--- src/hbcr_pkg.sv ---
// Constants shared by the half-bridge control register bank.
// Assumes a 16-bit frame of address byte then data byte, shifted MSB first.
package hbcr_pkg;

	localparam int          BRIDGES      = 8;
	localparam int          FRAME_BITS   = 16;
	localparam int          BYTE_BITS    = 8;
	localparam int          CNT_W        = 5;
	localparam logic [7:0]  REG_RESET    = 8'h00;
	localparam logic [7:0]  STATUS_BYTE  = 8'h00;
	localparam logic [7:0]  UNMAPPED_VAL = 8'h00;

	// Address byte layout.
	localparam int          RW_BIT       = 7;
	localparam int          SEL_MSB      = 6;
	localparam int          SEL_LSB      = 2;
	localparam int          LAST_ADDRESS_TOKEN_BIT_BIT     = 1;
	localparam int          FIXED_BIT    = 0;

	// Register select codes in address bits 6 to 2.
	localparam logic [4:0]  SEL_SW_LO    = 5'h00;
	localparam logic [4:0]  SEL_SW_HI    = 5'h10;
	localparam logic [4:0]  SEL_PWM_LO   = 5'h18;
	localparam logic [4:0]  SEL_PWM_HI   = 5'h04;

	// PWM select field encodings.
	localparam logic [1:0]  PWM_NONE     = 2'h0;
	localparam logic [1:0]  PWM_CH1      = 2'h1;
	localparam logic [1:0]  PWM_CH2      = 2'h2;
	localparam logic [1:0]  PWM_CH3      = 2'h3;

	typedef enum logic [2:0] {
		HBCR_REG_SW_LO,
		HBCR_REG_SW_HI,
		HBCR_REG_PWM_LO,
		HBCR_REG_PWM_HI,
		HBCR_REG_NONE
	} hbcr_reg_type;

endpackage : hbcr_pkg

--- src/hbcr_sync.sv ---
// Two-stage synchroniser for pins arriving from outside the mclk_i domain.
// Assumes the inputs are quasi-static relative to mclk_i, as the SPI pins are.
`timescale 1ns/1ps
`default_nettype none

module hbcr_sync #(
	parameter int               WIDTH    = 3,
	parameter logic [WIDTH-1:0] INIT_VAL = '0
) (
	input  wire logic             mclk_i,
	input  wire logic             nrst_i,
	input  wire logic [WIDTH-1:0] async_i,
	output var  logic [WIDTH-1:0] sync_o
);

	logic [WIDTH-1:0] meta;
	logic [WIDTH-1:0] next_meta;
	logic [WIDTH-1:0] next_sync;

	always_comb begin
		next_meta = async_i;
		next_sync = meta;
	end

	always_ff @(posedge mclk_i) begin
		if (!nrst_i) begin
			meta   <= INIT_VAL;
			sync_o <= INIT_VAL;
		end else begin
			meta   <= next_meta;
			sync_o <= next_sync;
		end
	end

endmodule : hbcr_sync
`default_nettype wire

--- src/hbcr_regs.sv ---
// SPI-reached control register bank for eight half-bridges: switch enables and PWM channel select.
// Assumes an SPI master with idle-low clock, data sampled on rising and shifted on falling SCLK edges.
// SCLK must be at most an eighth of mclk_i so that both edges are seen after synchronisation.
// A frame that is not exactly sixteen clocks long writes nothing; the host has to send it again.
`timescale 1ns/1ps
`default_nettype none

module hbcr_regs
	import hbcr_pkg::*;
#(
	parameter int N_BRIDGES = hbcr_pkg::BRIDGES
) (
	input  wire logic                 mclk_i,
	input  wire logic                 nrst_i,
	input  wire logic                 spi_csn_i,
	input  wire logic                 spi_sclk_i,
	input  wire logic                 spi_mosi_i,
	output var  logic                 spi_miso_o,
	output var  logic                 spi_miso_oe_o,
	output var  logic [N_BRIDGES-1:0] high_side_switch_o,
	output var  logic [N_BRIDGES-1:0] low_side_switch_o,
	output var  logic [2*N_BRIDGES-1:0] bridge_pwm_select_o
);
	import hbcr_pkg::*;

	typedef enum logic {
		HBCR_ST_IDLE,
		HBCR_ST_FRAME
	} hbcr_state_type;

	// Maps an address byte to a register; bit 1 carries the token and is ignored.
	function automatic hbcr_reg_type hbcr_decode(input logic [7:0] addr);
		hbcr_reg_type r;
		r = HBCR_REG_NONE;
		if (addr[FIXED_BIT]) begin
			case (addr[SEL_MSB:SEL_LSB])
				SEL_SW_LO:  r = HBCR_REG_SW_LO;
				SEL_SW_HI:  r = HBCR_REG_SW_HI;
				SEL_PWM_LO: r = HBCR_REG_PWM_LO;
				SEL_PWM_HI: r = HBCR_REG_PWM_HI;
				default:    r = HBCR_REG_NONE;
			endcase
		end
		return r;
	endfunction : hbcr_decode

	// Picks the byte shifted back during the data phase; unmapped selects read as a fixed value.
	function automatic logic [7:0] hbcr_readback(
		input hbcr_reg_type sel,
		input logic [7:0]   sw_lo_v,
		input logic [7:0]   sw_hi_v,
		input logic [7:0]   pwm_lo_v,
		input logic [7:0]   pwm_hi_v
	);
		logic [7:0] r;
		case (sel)
			HBCR_REG_SW_LO:  r = sw_lo_v;
			HBCR_REG_SW_HI:  r = sw_hi_v;
			HBCR_REG_PWM_LO: r = pwm_lo_v;
			HBCR_REG_PWM_HI: r = pwm_hi_v;
			default:         r = UNMAPPED_VAL;
		endcase
		return r;
	endfunction : hbcr_readback

	// Synchroniser lanes; the reset value matches the idle pins so no false edge follows reset.
	localparam int                SYNC_W    = 3;
	localparam int                LANE_CSN  = 2;
	localparam int                LANE_SCLK = 1;
	localparam int                LANE_MOSI = 0;
	localparam logic [SYNC_W-1:0] SYNC_IDLE = SYNC_W'(1) << LANE_CSN;

	logic [SYNC_W-1:0]  pins_sync;
	logic               csn_s;
	logic               sclk_s;
	logic               mosi_s;
	logic               sclk_d;
	logic               csn_d;
	logic               sclk_rise;
	logic               sclk_fall;
	logic               csn_fall;
	logic               csn_rise;

	hbcr_sync #(
		.WIDTH    (SYNC_W),
		.INIT_VAL (SYNC_IDLE)
	) u_sync (
		.mclk_i  (mclk_i),
		.nrst_i  (nrst_i),
		.async_i ({spi_csn_i, spi_sclk_i, spi_mosi_i}),
		.sync_o  (pins_sync)
	);

	assign csn_s     = pins_sync[LANE_CSN];
	assign sclk_s    = pins_sync[LANE_SCLK];
	assign mosi_s    = pins_sync[LANE_MOSI];
	assign sclk_rise = sclk_s & ~sclk_d;
	assign sclk_fall = ~sclk_s & sclk_d;
	assign csn_fall  = ~csn_s & csn_d;
	assign csn_rise  = csn_s & ~csn_d;

	// Framing state, the four control registers and the shift paths of the link.
	hbcr_state_type     state;
	hbcr_state_type     next_state;
	logic [7:0]         sw_lo;
	logic [7:0]         sw_hi;
	logic [7:0]         pwm_lo;
	logic [7:0]         pwm_hi;
	logic [7:0]         next_sw_lo;
	logic [7:0]         next_sw_hi;
	logic [7:0]         next_pwm_lo;
	logic [7:0]         next_pwm_hi;
	logic [FRAME_BITS-1:0] rx_shift;
	logic [FRAME_BITS-1:0] next_rx_shift;
	logic [CNT_W-1:0]   bit_cnt;
	logic [CNT_W-1:0]   next_bit_cnt;
	logic [7:0]         tx_shift;
	logic [7:0]         next_tx_shift;
	logic               next_miso;
	logic               next_miso_oe;
	logic [N_BRIDGES-1:0]   next_hs;
	logic [N_BRIDGES-1:0]   next_ls;
	logic [2*N_BRIDGES-1:0] next_pwm_sel;
	logic [2*BYTE_BITS-1:0] sw_all;
	logic [7:0]         rx_addr;
	logic [7:0]         rx_data;
	hbcr_reg_type       rx_reg;
	hbcr_reg_type       load_reg;
	logic               wr_en;

	assign sw_all   = {sw_hi, sw_lo};
	assign rx_addr  = rx_shift[FRAME_BITS-1:BYTE_BITS];
	assign rx_data  = rx_shift[BYTE_BITS-1:0];
	assign rx_reg   = hbcr_decode(rx_addr);
	// The address byte is complete as its last bit arrives on mosi_s, on the same rising edge that shifts it into the low byte.
	assign load_reg = hbcr_decode({rx_shift[BYTE_BITS-2:0], mosi_s});

	// SPI framing: the status byte goes out while the address comes in, then the addressed register.
	always_comb begin
		next_state    = state;
		wr_en         = 1'b0;
		next_rx_shift = rx_shift;
		next_bit_cnt  = bit_cnt;
		next_tx_shift = tx_shift;
		next_miso     = spi_miso_o;
		next_miso_oe  = spi_miso_oe_o;
		case (state)
			HBCR_ST_IDLE: begin
				// MISO is released between frames so that other devices on the link can drive it.
				next_miso_oe = 1'b0;
				next_miso    = 1'b0;
				if (csn_fall) begin
					next_state    = HBCR_ST_FRAME;
					next_bit_cnt  = '0;
					next_rx_shift = '0;
					next_tx_shift = {STATUS_BYTE[BYTE_BITS-2:0], 1'b0};
					next_miso     = STATUS_BYTE[BYTE_BITS-1];
					next_miso_oe  = 1'b1;
				end
			end
			HBCR_ST_FRAME: begin
				if (csn_rise) begin
					next_state   = HBCR_ST_IDLE;
					next_miso_oe = 1'b0;
					next_miso    = 1'b0;
					// Short or long frames are dropped so a glitch cannot corrupt a register.
					if (bit_cnt == CNT_W'(FRAME_BITS) && rx_addr[RW_BIT]) begin
						wr_en = 1'b1;
					end
				end else begin
					if (sclk_rise) begin
						next_rx_shift = {rx_shift[FRAME_BITS-2:0], mosi_s};
						// The count saturates so an overlong frame can never wrap back to a legal length.
						if (bit_cnt != {CNT_W{1'b1}}) begin
							next_bit_cnt = bit_cnt + CNT_W'(1);
						end
						if (bit_cnt == CNT_W'(BYTE_BITS - 1)) begin
							// Reads return the current content; a read never touches it.
							next_tx_shift = hbcr_readback(load_reg, sw_lo, sw_hi, pwm_lo, pwm_hi);
						end
					end
					if (sclk_fall) begin
						next_miso     = tx_shift[BYTE_BITS-1];
						next_tx_shift = {tx_shift[BYTE_BITS-2:0], 1'b0};
					end
				end
			end
			default: next_state = HBCR_ST_IDLE;
		endcase
	end

	// Register file: only a complete host write moves a register, the device never clears one itself.
	always_comb begin
		next_sw_lo  = sw_lo;
		next_sw_hi  = sw_hi;
		next_pwm_lo = pwm_lo;
		next_pwm_hi = pwm_hi;
		if (wr_en) begin
			case (rx_reg)
				HBCR_REG_SW_LO:  next_sw_lo  = rx_data;
				HBCR_REG_SW_HI:  next_sw_hi  = rx_data;
				HBCR_REG_PWM_LO: next_pwm_lo = rx_data;
				HBCR_REG_PWM_HI: next_pwm_hi = rx_data;
				default: ;
			endcase
		end
	end

	always_ff @(posedge mclk_i) begin
		if (!nrst_i) begin
			sw_lo  <= REG_RESET;
			sw_hi  <= REG_RESET;
			pwm_lo <= REG_RESET;
			pwm_hi <= REG_RESET;
		end else begin
			sw_lo  <= next_sw_lo;
			sw_hi  <= next_sw_hi;
			pwm_lo <= next_pwm_lo;
			pwm_hi <= next_pwm_hi;
		end
	end

	// Cross-conduction guard: both enables of a pair set leaves that bridge floating. The register
	// still keeps both bits, so the host reads back exactly what it wrote.
	function automatic logic [1:0] hbcr_interlock(input logic [1:0] pair);
		logic [1:0] on;
		on = pair;
		if (&pair) begin
			on = '0;
		end
		return on;
	endfunction : hbcr_interlock

	// Each bridge is judged on its own pair, so one bad pair never blanks its neighbours.
	for (genvar b = 0; b < N_BRIDGES; b++) begin : g_bridge
		logic [1:0] pair_on;
		assign pair_on    = hbcr_interlock(sw_all[2*b+1:2*b]);
		assign next_ls[b] = pair_on[0];
		assign next_hs[b] = pair_on[1];
	end

	assign next_pwm_sel = {pwm_hi, pwm_lo};

	// Edge detectors start from the idle levels of their pins so reset makes no false edge.
	always_ff @(posedge mclk_i) begin
		if (!nrst_i) begin
			sclk_d <= 1'b0;
			csn_d  <= 1'b1;
		end else begin
			sclk_d <= sclk_s;
			csn_d  <= csn_s;
		end
	end

	always_ff @(posedge mclk_i) begin
		if (!nrst_i) begin
			state         <= HBCR_ST_IDLE;
			rx_shift      <= '0;
			bit_cnt       <= '0;
			tx_shift      <= '0;
			spi_miso_o    <= 1'b0;
			spi_miso_oe_o <= 1'b0;
		end else begin
			state         <= next_state;
			rx_shift      <= next_rx_shift;
			bit_cnt       <= next_bit_cnt;
			tx_shift      <= next_tx_shift;
			spi_miso_o    <= next_miso;
			spi_miso_oe_o <= next_miso_oe;
		end
	end

	// The switch outputs lag the registers by one cycle; nothing downstream needs them sooner.
	always_ff @(posedge mclk_i) begin
		if (!nrst_i) begin
			high_side_switch_o  <= '0;
			low_side_switch_o   <= '0;
			bridge_pwm_select_o <= '0;
		end else begin
			high_side_switch_o  <= next_hs;
			low_side_switch_o   <= next_ls;
			bridge_pwm_select_o <= next_pwm_sel;
		end
	end

endmodule : hbcr_regs
`default_nettype wire

--- config.mk ---
export PLATFORM = sky130hd
export DESIGN_NAME = hbcr_regs
export DESIGN_NICKNAME = d
export VERILOG_FILES = /design/src/hbcr_pkg.sv /design/src/hbcr_sync.sv /design/src/hbcr_regs.sv
export SDC_FILE = /design/constraint.sdc
export NUM_CORES = 1
export LEC_CHECK = 0
export BUFFER_PORTS_ARGS = -buffer_cell sky130_fd_sc_hd__buf_2
export CAP_MARGIN = 30
export CORE_MARGIN = 2
export CORE_UTILIZATION = 55
export CTS_CLUSTER_SIZE = 16
export DETAILED_ROUTE_END_ITERATION = 12
export GPL_TIMING_DRIVEN = 0
export PLACE_DENSITY = 0.75
export SYNTH_ARGS = -nofsm -noshare
export SYNTH_HDL_FRONTEND = slang
export SYNTH_HIERARCHICAL = 1
export SYNTH_SLANG_ARGS = --single-unit
--- constraint.sdc ---
create_clock -name mclk_i -period 5.4 [get_ports mclk_i]
set_clock_uncertainty 0.1 [all_clocks]
set_input_delay 0.54 -clock mclk_i [delete_from_list [all_inputs] [get_ports mclk_i]]
set_output_delay 0.54 -clock mclk_i [all_outputs]
set_load 0.005 [all_outputs]
Word-level counts from Yosys, hierarchy flattened. Index checks and enable logic that the tools add are counted.

Add/subtract/negate cells: 1. Multipliers: 0. Reduce and logical (&&, ||, !) cells: 28. Shift-type cells: 0. Div/mod/pow operators: 0. Magnitude comparators: 0. Muxes and demuxes: 31. Eq/ne operators: 23. Bitwise logic cells: 10.

Operators with widths (number): $mux 16 (3); $mux 8 (5); $pmux 16 s2 (1); $pmux 8 s4 (1); $eq 5x5->1 const B (5); $pmux 3 s4 (2); $reduce_and 2->1 (12); $mux 5 (4); $pmux 8 s2 (1); $reduce_or 2->1 (8); $eq 5x3->1 const B (3); $eq 3x2->1 const B (4); $logic_not 5->1 (2); $pmux 5 s2 (1); $mux 1 (8); $ne 2x2->1 const B (4); $reduce_and 4->1 (2); $eq 3x1->1 const B (2); $logic_not 3->1 (2); $mux 3 (2); $ne 3x3->1 const B (2); $not 1->1 (6); $pmux 1 s2 (3); $add 5x1->5 const B (1); 6 further kinds (9).

Memory bits (read-only): 0. Bits in latches: 0. RAM bits: 0. Input bits: 5. Memories: 0. Output and inout port bits: 34. Logic and storage cells: 124. Register bits after elaboration: 104.

Longest topological paths before layout. Gate-level depths: netlist of the first run.

Depth after elaboration: 10. Mapped depth: 7. Depth with buffers taken out: 6.

By module. The synthesis of the first run kept the hierarchy.

By module, submodules not included: hbcr_regs (cells an instance 404, instances 1, area each 4033.9 um^2); hbcr_sync (cells an instance 12, instances 1, area each 157.7 um^2).

Worst setup path before layout of the first run. OpenSTA, ideal clock, no wires.

Path kind: reg-to-reg. From: reg bit_cnt[0]. To: reg bit_cnt[3]. Arrival time: 1668 ps. Stages on the path, launching flop included: 7. Slack: 3562 ps. Data required time: 5230 ps. Setup time: 70 ps. Clock period less this slack: 1838 ps. Cell sequence: dfxtp_1 -> ha_1 -> and3_1 -> ha_1 -> nand4b_1 -> or3_1 -> a21oi_1.

Longest elaborated chain between the ends: 5.

Ends and longest elaborated chain: start: declaration (line hbcr_regs.sv:115) `logic [CNT_W-1:0] bit_cnt;`; start signal: assignment (line hbcr_regs.sv:266) `bit_cnt <= next_bit_cnt;`; $add 5x1->5 (line hbcr_regs.sv:175) `next_bit_cnt = bit_cnt + CNT_W'(1);`; $mux 5 (line hbcr_regs.sv:174) `if (bit_cnt != {CNT_W{1'b1}}) begin`; $mux 5 (line hbcr_regs.sv:171) `if (sclk_rise) begin`; $mux 5 (line hbcr_regs.sv:162) `if (csn_rise) begin`; $pmux 5 s2 (line hbcr_regs.sv:147) `case (state)`.

Parallel ways exist; a longest one is shown, timed or not. The select of a mux whose other input is x is not followed. A chain may end at the register's enable or synchronous reset.

Worst setup path in the final report of the first run. Ends and elaborated chain as after synthesis.

==> results.json, run 1 <==
{
  "maxSlewHeadroom_pct": 49.7,
  "core-area_um2": 7330,
  "path_clk_slew_ns": 0.10,
  "leakagePower_uw": 0.00214,
  "cp_slowest_cell": "or3_1",
  "hold_path_end": "u_sync/meta[2]",
  "dpl_worst_slack_ns": 2.99,
  "clkLatencyLatePin_ns": 0.37,
  "hp-start": "spi_csn_i",
  "timing.max_cap.violations": 0,
  "synth-seq-cells": 104,
  "diodes": 0,
  "vias_per_cell": 5.32,
  "setup_violations": 0,
  "timing.final.ws_setup_ns": 3.34,
  "async_reset_ff_share_pct": 0,
  "max_freq_mhz": 484,
  "drtAntennaViolNets": 0,
  "overflow": 0,
  "status": "finished clean",
  "synthTopCellsByCount": "dfxtp_1, mux2i_1, nand2_1",
  "grt.total_usage_pct": 23.4,
  "fin_crit_sh_pct": 38.2,
  "grt_first_pass_wirelength_um": 15200,
  "yosysTopAreaCell": "dfxtp_1",
  "crit_type": "reg -> reg",
  "cp-end-kind": "flip-flop",
  "die_w_um": 91.3,
  "firstDrtPassIters": 5,
  "gp_congestion": 0.844,
  "hold_viol": 0,
  "clock_sinks": 104,
  "yosysTopAreaCellShare_pct": 49.7,
  "cts_root_buf": "clkbuf_8",
  "synthFlopType": "dfxtp_1",
  "crit_path_cell_trace": "ha_1, and3_1, ha_1, nand4b_1, or3_1, a21oi_1",
  "die_h_um": 91.3,
  "r2r_slack_ns": 3.34,
  "cp-start-kind": "flip-flop",
  "cts_resized": 0,
  "crit_start": "bit_cnt[0]",
  "yosys_warnings": 6,
  "totalWireLength_um": 9170,
  "grt_pass1_vias": 2989,
  "worst_pin_slew_ns": 0.751,
  "antenna_found_initial": 0,
  "syn_area_um2": 4190,
  "cpMostUsedCell": "ha_1",
  "cts_tree": "built",
  "wl_per_cell_um": 16.1,
  "rr_worst_depth": 6,
  "synth-edff-count": 0,
  "critPathArrivalTime_ns": 2.27,
  "drive_above_1_share_pct": 15.5,
  "slew_viol_final": 0,
  "hp-class": "in -> reg",
  "drtIter0Drc": 156,
  "timing.rr.start": "bit_cnt[0]",
  "powerDensity_nw_per_um2": 272,
  "ys_seq_area_share_pct": 49.7,
  "dieArea_um2": 8340,
  "dp_hpwl_um": 6300,
  "syn_inst": 416,
  "ys_types": 47,
  "port_buffers": 38,
  "fin_tns_setup_ns": 0,
  "std_cell_rows": 31,
  "num_io_pins": 39,
  "post_cts_buffers": 0,
  "r2r-end": "bit_cnt[3]",
  "nets": 475,
  "required_ns": 5.60,
  "cp_max_fo": 10,
  "syn2layout_area_growth_pct": 12.0,
  "syn_nets": 426,
  "slowest_delay_ns": 0.44,
  "synth.area.top_cells": "dfxtp_1, mux2i_1, nor2b_1",
  "rsz0062_at_grt": "false",
  "htree_levels": 3,
  "post-route-min-period_ns": 2.06,
  "synth_area_per_cell_um2": 10.1,
  "drc_errors": 0,
  "grt_max_degree": 19,
  "vdd_drop_max_v": 0.000216,
  "cts_hold_buf": 0,
  "synth_most_common_cell": "dfxtp_1",
  "max-clock-path-buffers": 2,
  "hold_path_depth": 2,
  "cts_buffers": 9,
  "initial_core_util_pct": 57.2,
  "vias": 3027
}
[worst max path at each step]
| stage | end | cells past startpoint |
|---|---|---|
| floorplan | bit_cnt[3] | 6 |
| global placement | pwm_hi[7] | 6 |
| detailed placement | pwm_hi[7] | 6 |
| CTS | bit_cnt[3] | 6 |
| global route | bit_cnt[3] | 6 |
| finish | bit_cnt[3] | 6 |
[cell families (layout without fill, tap and decap cells)]
| kind of cell | count (synthesis) | in the layout | synth area share [%] |
|---|---|---|---|
| flops | 104 | 104 | 49.7 |
| mux | 62 | 62 | 14.8 |
| buf+inv | 49 | 103 | 4.92 |
| compound gates | 39 | 39 | 6.87 |
| fa+ha+maj | 5 | 5 | 1.49 |
| simple gates | 157 | 157 | 22.2 |
[power by group]
part / leakage (uW) / internal [uW] / total, uW / switching [uW]
sequential: 0.000839 / 769 / 771 / 1.55
combinational: 0.00120 / 11.9 / 36.1 / 24.2
clock: 0.0000975 / 190 / 471 / 282
[stage by stage]
step           cells  utilization [%]  cell area, um2  hold slack [ns]  power (uW)
2_1_floorplan    416                -            4190            0.286         812
5_1_grt          569             64.1            4700            0.236        1320
6_report         569             64.1            4700            0.241        1280
3_3_place_gp     553             61.5            4510            0.289         824
4_1_cts          569             64.1            4700            0.229        1290
3_5_place_dp     553             61.5            4510            0.313         825
[layout by cell type, fill, tap and decap left out, types with 5 or more instances in the layout]
| cell type | n |
|---|---|
| and2_1 | 16 |
| and3_1 | 6 |
| and3b_1 | 8 |
| buf_2 | 43 |
| clkbuf_1 | 12 |
| clkbuf_8 | 10 |
| dfxtp_1 | 104 |
| ha_1 | 5 |
| inv_1 | 25 |
| mux2i_1 | 62 |
| nand2_1 | 45 |
| nand2b_1 | 5 |
| nor2_1 | 14 |
| nor2b_1 | 33 |
| o211ai_1 | 14 |
| o21a_1 | 6 |
| o22a_1 | 7 |
[registers in the layout, summed over array words and instances, names as in the netlist, 3 cells and up]
name                 flops
bridge_pwm_select_o     16
rx_shift                16
high_side_switch_o       8
low_side_switch_o        8
pwm_hi                   8
pwm_lo                   8
sw_hi                    8
sw_lo                    8
tx_shift                 8
bit_cnt                  5
u_sync/meta              3
u_sync/sync_o            3
[final cells by class]
type / instances / area (um2)
Inverter: 25 / 93.8
Multi-Input combinational cell: 263 / 1900
Timing Repair Buffer: 38 / 190
Clock inverter: 5 / 48.8
Tap cell: 99 / 124
Sequential cell: 104 / 2080
Fill cell: 624 / 2640
Buffer: 24 / 113
Clock buffer: 11 / 141
[critical path: cells and delay by family, from the launching register on]
kind,cells,cell delay (ns)
fa+ha+maj,2,0.42
simple gates,3,0.99
flops,1,0.36
compound gates,1,0.14
[layer usage]
| metal | share of wire (%) | GRT usage [%] | vias up |
|---|---|---|---|
| li1 | - | - | 1496 |
| met1 | 47 | 30.8 | 1445 |
| met2 | 48 | 38.6 | 75 |
| met3 | 4.5 | 5.31 | 11 |
| met4 | 1.0 | 6.44 | 0 |
| met5 | 0 | 0 | - |
Note: power is estimated with default switching activity, not from simulation.
==> run 2: changes to the inputs <==
--- a/config.mk
+++ b/config.mk
@@ -5,10 +5,11 @@
 export SDC_FILE = /design/constraint.sdc
 export NUM_CORES = 1
 export LEC_CHECK = 0
+export ABC_AREA = 1
 export BUFFER_PORTS_ARGS = -buffer_cell sky130_fd_sc_hd__buf_2
 export CAP_MARGIN = 30
 export CORE_MARGIN = 2
-export CORE_UTILIZATION = 55
+export CORE_UTILIZATION = 53
 export CTS_CLUSTER_SIZE = 16
 export DETAILED_ROUTE_END_ITERATION = 12
 export GPL_TIMING_DRIVEN = 0
==> constraint.sdc (replaced) <==
create_clock -name mclk_i -period 1.7 [get_ports mclk_i]
set_clock_uncertainty 0.1 [all_clocks]
set_input_delay 0.17 -clock mclk_i [delete_from_list [all_inputs] [get_ports mclk_i]]
set_output_delay 0.17 -clock mclk_i [all_outputs]
set_load 0.005 [all_outputs]
==> results.json, run 2 <==
{
  "crit_family": "simple AND/OR/NAND/NOR gates",
  "ys_seq_area_share_pct": 48.0,
  "synthTopCellsByCount": "nand2_1, dfxtp_1, inv_1",
  "cts_tree": "built",
  "hp-class": "in -> reg",
  "htree_levels": 3,
  "ys_types": 29,
  "max_freq_mhz": 564,
  "fin_tns_setup_ns": -0.276,
  "syn_inst": 564,
  "drc_errors": 0,
  "worst_pin_slew_ns": 0.748,
  "synth_most_common_cell": "nand2_1",
  "fill_cells": 654,
  "core-area_um2": 8090,
  "rr_worst_depth": 8,
  "antenna_found_initial": 0,
  "grt_max_degree": 17,
  "async_reset_ff_share_pct": 0,
  "grt_pass1_vias": 3519,
  "final_cell_mix": "nand2_1, dfxtp_1, inv_1",
  "fin_crit_sh_pct": 104,
  "cp-start-kind": "flip-flop",
  "required_ns": 1.91,
  "drive_above_1_share_pct": 31.0,
  "leakagePower_uw": 0.00259,
  "vias": 3961,
  "yosysTopAreaCell": "dfxtp_1",
  "rsz0062_at_grt": "true",
  "layout_commonest_cell": "nand2_1",
  "hp-start": "nrst_i",
  "path_buf_inv": 1,
  "cp_slowest_cell": "nor3_1",
  "wl_per_cell_um": 14.4,
  "maxSlewHeadroom_pct": 50.1,
  "swShare_pct": 23.6,
  "cp_max_fo": 10,
  "final_cells": 760,
  "post-route-min-period_ns": 1.77,
  "vias_per_cell": 5.21,
  "slowest_delay_ns": 0.34,
  "timing.max_cap.violations": 0,
  "syn2layout_area_growth_pct": 27.2,
  "drtAntennaViolNets": 0,
  "cp-end-kind": "flip-flop",
  "syn_nets": 574,
  "placed_cells": 707,
  "port_buffers": 38,
  "violations": "setup timing",
  "overflow": 0,
  "die_w_um": 94.5,
  "crit_end": "tx_shift[3]",
  "crit_start": "rx_shift[4]",
  "diodes": 0,
  "clkLatencyLatePin_ns": 0.38,
  "synth-seq-cells": 104,
  "cp.depth": 8,
  "powerDensity_nw_per_um2": 739,
  "synth_area_per_cell_um2": 7.69,
  "path_clk_slew_ns": 0.10,
  "std_cell_rows": 33,
  "r2r_slack_ns": -0.07,
  "grt.total_usage_pct": 24.6,
  "yosys_warnings": 6,
  "status": "finished, violations left",
  "nets": 660,
  "gp_congestion": 0.899,
  "critPathArrivalTime_ns": 1.98,
  "dp_hpwl_um": 7090,
  "whs_ns": 0.296,
  "dpl_worst_slack_ns": -0.244,
  "dieArea_um2": 8930,
  "synth-edff-count": 0,
  "synth.area.top_cells": "dfxtp_1, nand2_1, inv_1",
  "clock_power_share_pct": 35.5,
  "finalPower_uw": 4080,
  "syn_area_um2": 4340,
  "hold_viol": 0,
  "crit_path_cell_trace": "buf_2, nor2_2, nand3_4, nor3_1, nor2_1, nand3_1, nand2_1, a21oi_1",
  "setup_violations": 9,
  "clock_sinks": 104,
  "r2r-end": "tx_shift[3]",
  "timing.rr.start": "rx_shift[4]",
  "totalWireLength_um": 11000,
  "reg.largest.list": "bridge_pwm_select_o x16, rx_shift x16",
  "vdd_drop_max_v": 0.000577,
  "cts_buffers": 9,
  "firstDrtPassIters": 7,
  "power_frac_seq_pct": 60.2,
  "initial_core_util_pct": 53.6,
  "pwr-share-comb_pct": 4.3,
  "timing.final.ws_setup_ns": -0.0730,
  "crit_type": "reg -> reg",
  "switching_power_uw": 963,
  "synthFlopType": "dfxtp_1",
  "max-clock-path-buffers": 2,
  "grt_first_pass_wirelength_um": 16800,
  "cts_root_buf": "clkbuf_8",
  "yosysTopAreaCellShare_pct": 48.0,
  "die_h_um": 94.5,
  "num_io_pins": 39,
  "slew_viol_final": 0,
  "drtIter0Drc": 330,
  "p_int_uw": 3120
}
## run 2: cell types whose count changed after synthesis, sizes merged, moves of 19 or more
cell / delta
nand3: +36
a21oi: +27
inv: +76
nor2: +61
nand2: +85
mux2i: -62
a211oi: +19
nor2b: -33
## run 2: worst min path at each step
stage                                 to  depth (start not counted)
after global routing          bit_cnt[2]                          4
after CTS                     bit_cnt[3]                          4
after global placement    u_sync/meta[2]                          3
after floorplan           u_sync/meta[2]                          1
after detailed placement  u_sync/meta[2]                          3
final                         bit_cnt[3]                          4
## run 2: kinds of logic after synthesis
logic type,synth area share (%)
AOI/OAI and AO/OA,10.5
adders and majority gates,1.44
buffers and inverters,11.7
DFF,48.0
and+or+nand+nor,28.4
## run 2: worst min-delay path, stage by stage
cell and delay, ns:
buf_2 0.12, clkbuf_1 0.22, nand2_1 0.16, nor3_1 0.06
## run 2: cell type report
class                           count  area, um2  area share [%]
Tap cell                          105        131            2.38
Timing Repair Buffer               75        553            10.0
Multi-Input combinational cell    337       2020            36.6
Buffer                             22        160            2.90
Sequential cell                   104       2090            37.8
Clock buffer                       12        155            2.81
Inverter                          101        382            6.91
Clock inverter                      4       28.8           0.521
## run 2: per-layer routing
layer	up-vias	GRT usage, %	part of all wire, %
li1	1942	-	-
met5	-	0	0
met3	50	3.83	4.9
met4	0	10.7	4.4
met1	1826	29.5	41
met2	143	43.5	49
## run 2: timing repair
action | CTS | global route
gates resized for setup | 47 | 55
setup buffers | 11 | 16
hold endpoints to repair | 6 | 0
cloned | 3 | 1
endpoints found under the setup margin | 52 | 54
hold buffers | 7 | 0
pin swaps | 7 | 24
## run 2: power by group through the flow
| stage | clock network [uW] | logic, uW | registers, uW |
|---|---|---|---|
| finish | 1450 | 174 | 2460 |
| global route | 1550 | 190 | 2460 |
| CTS | 1450 | 151 | 2450 |
| detailed placement | 0 | 128 | 2510 |
| global placement | 0 | 124 | 2510 |
| floorplan | 0 | 88.1 | 2510 |
## run 2: stage by stage
stage	instance area (um2)	util [%]
floorplan	4350	-
detailed placement	4680	57.8
CTS	5210	64.4
global placement	4680	57.8
finish	5520	68.2
global route	5520	68.2
==> run 3: changes to the inputs <==
--- a/config.mk
+++ b/config.mk
@@ -13,7 +13,7 @@
 export CTS_CLUSTER_SIZE = 16
 export DETAILED_ROUTE_END_ITERATION = 12
 export GPL_TIMING_DRIVEN = 0
-export PLACE_DENSITY = 0.75
+export PLACE_DENSITY_LB_ADDON = 0.05
 export SYNTH_ARGS = -nofsm -noshare
 export SYNTH_HDL_FRONTEND = slang
 export SYNTH_HIERARCHICAL = 1
==> results.json, run 3 (synthesis gave the netlist of run 2 again) <==
{
  "status": "finished, violations left",
  "violations": "setup timing",
  "layout_commonest_cell": "nand2_1",
  "std_cell_rows": 33,
  "die_w_um": 94.5,
  "cts_root_buf": "clkbuf_8",
  "powerDensity_nw_per_um2": 760,
  "timing.max_cap.violations": 0,
  "firstDrtPassIters": 4,
  "crit_type": "reg -> reg",
  "multi_input_comb_area_um2": 1990,
  "diodes": 0,
  "clkLatencyLatePin_ns": 0.37,
  "die_h_um": 94.5,
  "gp_congestion": 0.879,
  "drc_errors": 0,
  "htree_levels": 3,
  "grt_pass1_vias": 3493,
  "drtIter0Drc": 194,
  "leakagePower_uw": 0.00257,
  "cts_tree": "built",
  "hp-class": "in -> reg",
  "wl_per_cell_um": 14.0,
  "nets": 654,
  "fill_cells": 722,
  "dieArea_um2": 8930,
  "overflow": 0,
  "drive_above_1_share_pct": 29.0,
  "setup_violations": 8,
  "slew_viol_final": 0,
  "ff_latch_area_um2": 2090,
  "fin_tns_setup_ns": -0.0958,
  "cp-start-kind": "flip-flop",
  "rsz0062_at_grt": "true",
  "core-area_um2": 8090,
  "grt_first_pass_wirelength_um": 16600,
  "totalWireLength_um": 10600,
  "final_cell_mix": "nand2_1, dfxtp_1, inv_1",
  "worst_pin_slew_ns": 0.770,
  "vias_per_cell": 5.07,
  "antenna_found_initial": 0,
  "syn2layout_area_growth_pct": 24.9,
  "port_buffers": 38,
  "vdd_drop_max_v": 0.000596,
  "maxSlewHeadroom_pct": 48.7,
  "dp_hpwl_um": 7110,
  "cp_max_fo": 6,
  "drtAntennaViolNets": 0,
  "max-clock-path-buffers": 2,
  "num_io_pins": 39,
  "timing.final.ws_setup_ns": -0.0239,
  "post-route-min-period_ns": 1.72,
  "clock_sinks": 104,
  "grt_max_degree": 20,
  "reg.largest.list": "bridge_pwm_select_o x16, rx_shift x16",
  "fin_crit_sh_pct": 101,
  "critPathArrivalTime_ns": 1.89,
  "max_freq_mhz": 580,
  "cp-end-kind": "flip-flop",
  "grt.total_usage_pct": 24.2,
  "cts_buffers": 9,
  "path_clk_slew_ns": 0.10,
  "vias": 3821,
  "initial_core_util_pct": 53.6,
  "required_ns": 1.87,
  "whs_ns": 0.294,
  "hold_viol": 0
}
run 3: cell types whose count changed in the layout (fill, tap and decap cells not counted), moves of 3 or more:
cell / previous run / this run
buf_6: 12 / 8
buf_4: 22 / 19
nor2_1: 47 / 58
nor2_4: 11 / 7
nor2_2: 18 / 11
run 3: path summary, 6_finish.rpt:
path,startpoint,endpoint,slack (ns),cells after the start
worst min-delay path,nrst_i,bit_cnt[3],0.29,4
worst max register to register,bit_cnt[1],pwm_lo[1],-0.02,10
worst min register to register,u_sync/meta[2],u_sync/sync_o[2],0.31,2
worst max-delay path,bit_cnt[1],pwm_lo[1],-0.02,10
run 3: layer usage:
metal	track usage (%)	up-vias	part of all wire [%]	wire length [um]
li1	-	1920	-	-
met1	27.6	1772	42	4410
met2	43.7	98	50	5250
met3	5.11	31	5.2	553
met4	10.6	0	3.3	352
met5	0	-	0	0
run 3: metrics by stage:
step | cells | setup WS [ns] | instance area (um2) | power [uW] | util, %
6_report | 754 | -0.0239 | 5420 | 4120 | 67.0
5_1_grt | 754 | -0.127 | 5420 | 4260 | 67.0
4_1_cts | 739 | -0.0251 | 5110 | 4140 | 63.2
3_5_place_dp | 707 | -0.267 | 4680 | 2640 | 57.8
3_3_place_gp | 707 | -0.254 | 4680 | 2640 | 57.8
2_1_floorplan | 564 | 0.00506 | 4350 | 2600 | -
run 3: final cells by class:
class | count | share of cell area (%)
buffer | 20 | 2.52
sequential | 104 | 38.6
timing repair buffer | 70 | 9.16
clock buffer | 9 | 2.28
tap | 105 | 2.42
clock inverter | 7 | 1.20
multi-input combinational | 338 | 36.7
inverter | 101 | 7.04
run 3: worst max-delay path, cell delays in order (launching register included):
cell	delay [ns]
dfxtp_2	0.34
inv_2	0.08
ha_4	0.14
nand3_4	0.08
nor3_4	0.20
buf_12	0.15
buf_6	0.09
nand3b_4	0.14
buf_6	0.18
nor2_1	0.08
nor2_1	0.05
run 3: repair_timing:
action	in CTS	in global routing
gates cloned	1	2
hold endpoints to repair	6	0
setup endpoints to repair	52	54
buffers inserted	10	13
pin swaps	8	13
resized for setup	28	53
hold buffers	7	0
run 3: report_power, final:
part / internal, uW / switching, uW
sequential: 2450 / 9.81
combinational: 54.5 / 114
clock: 567 / 929
total: 3070 / 1050
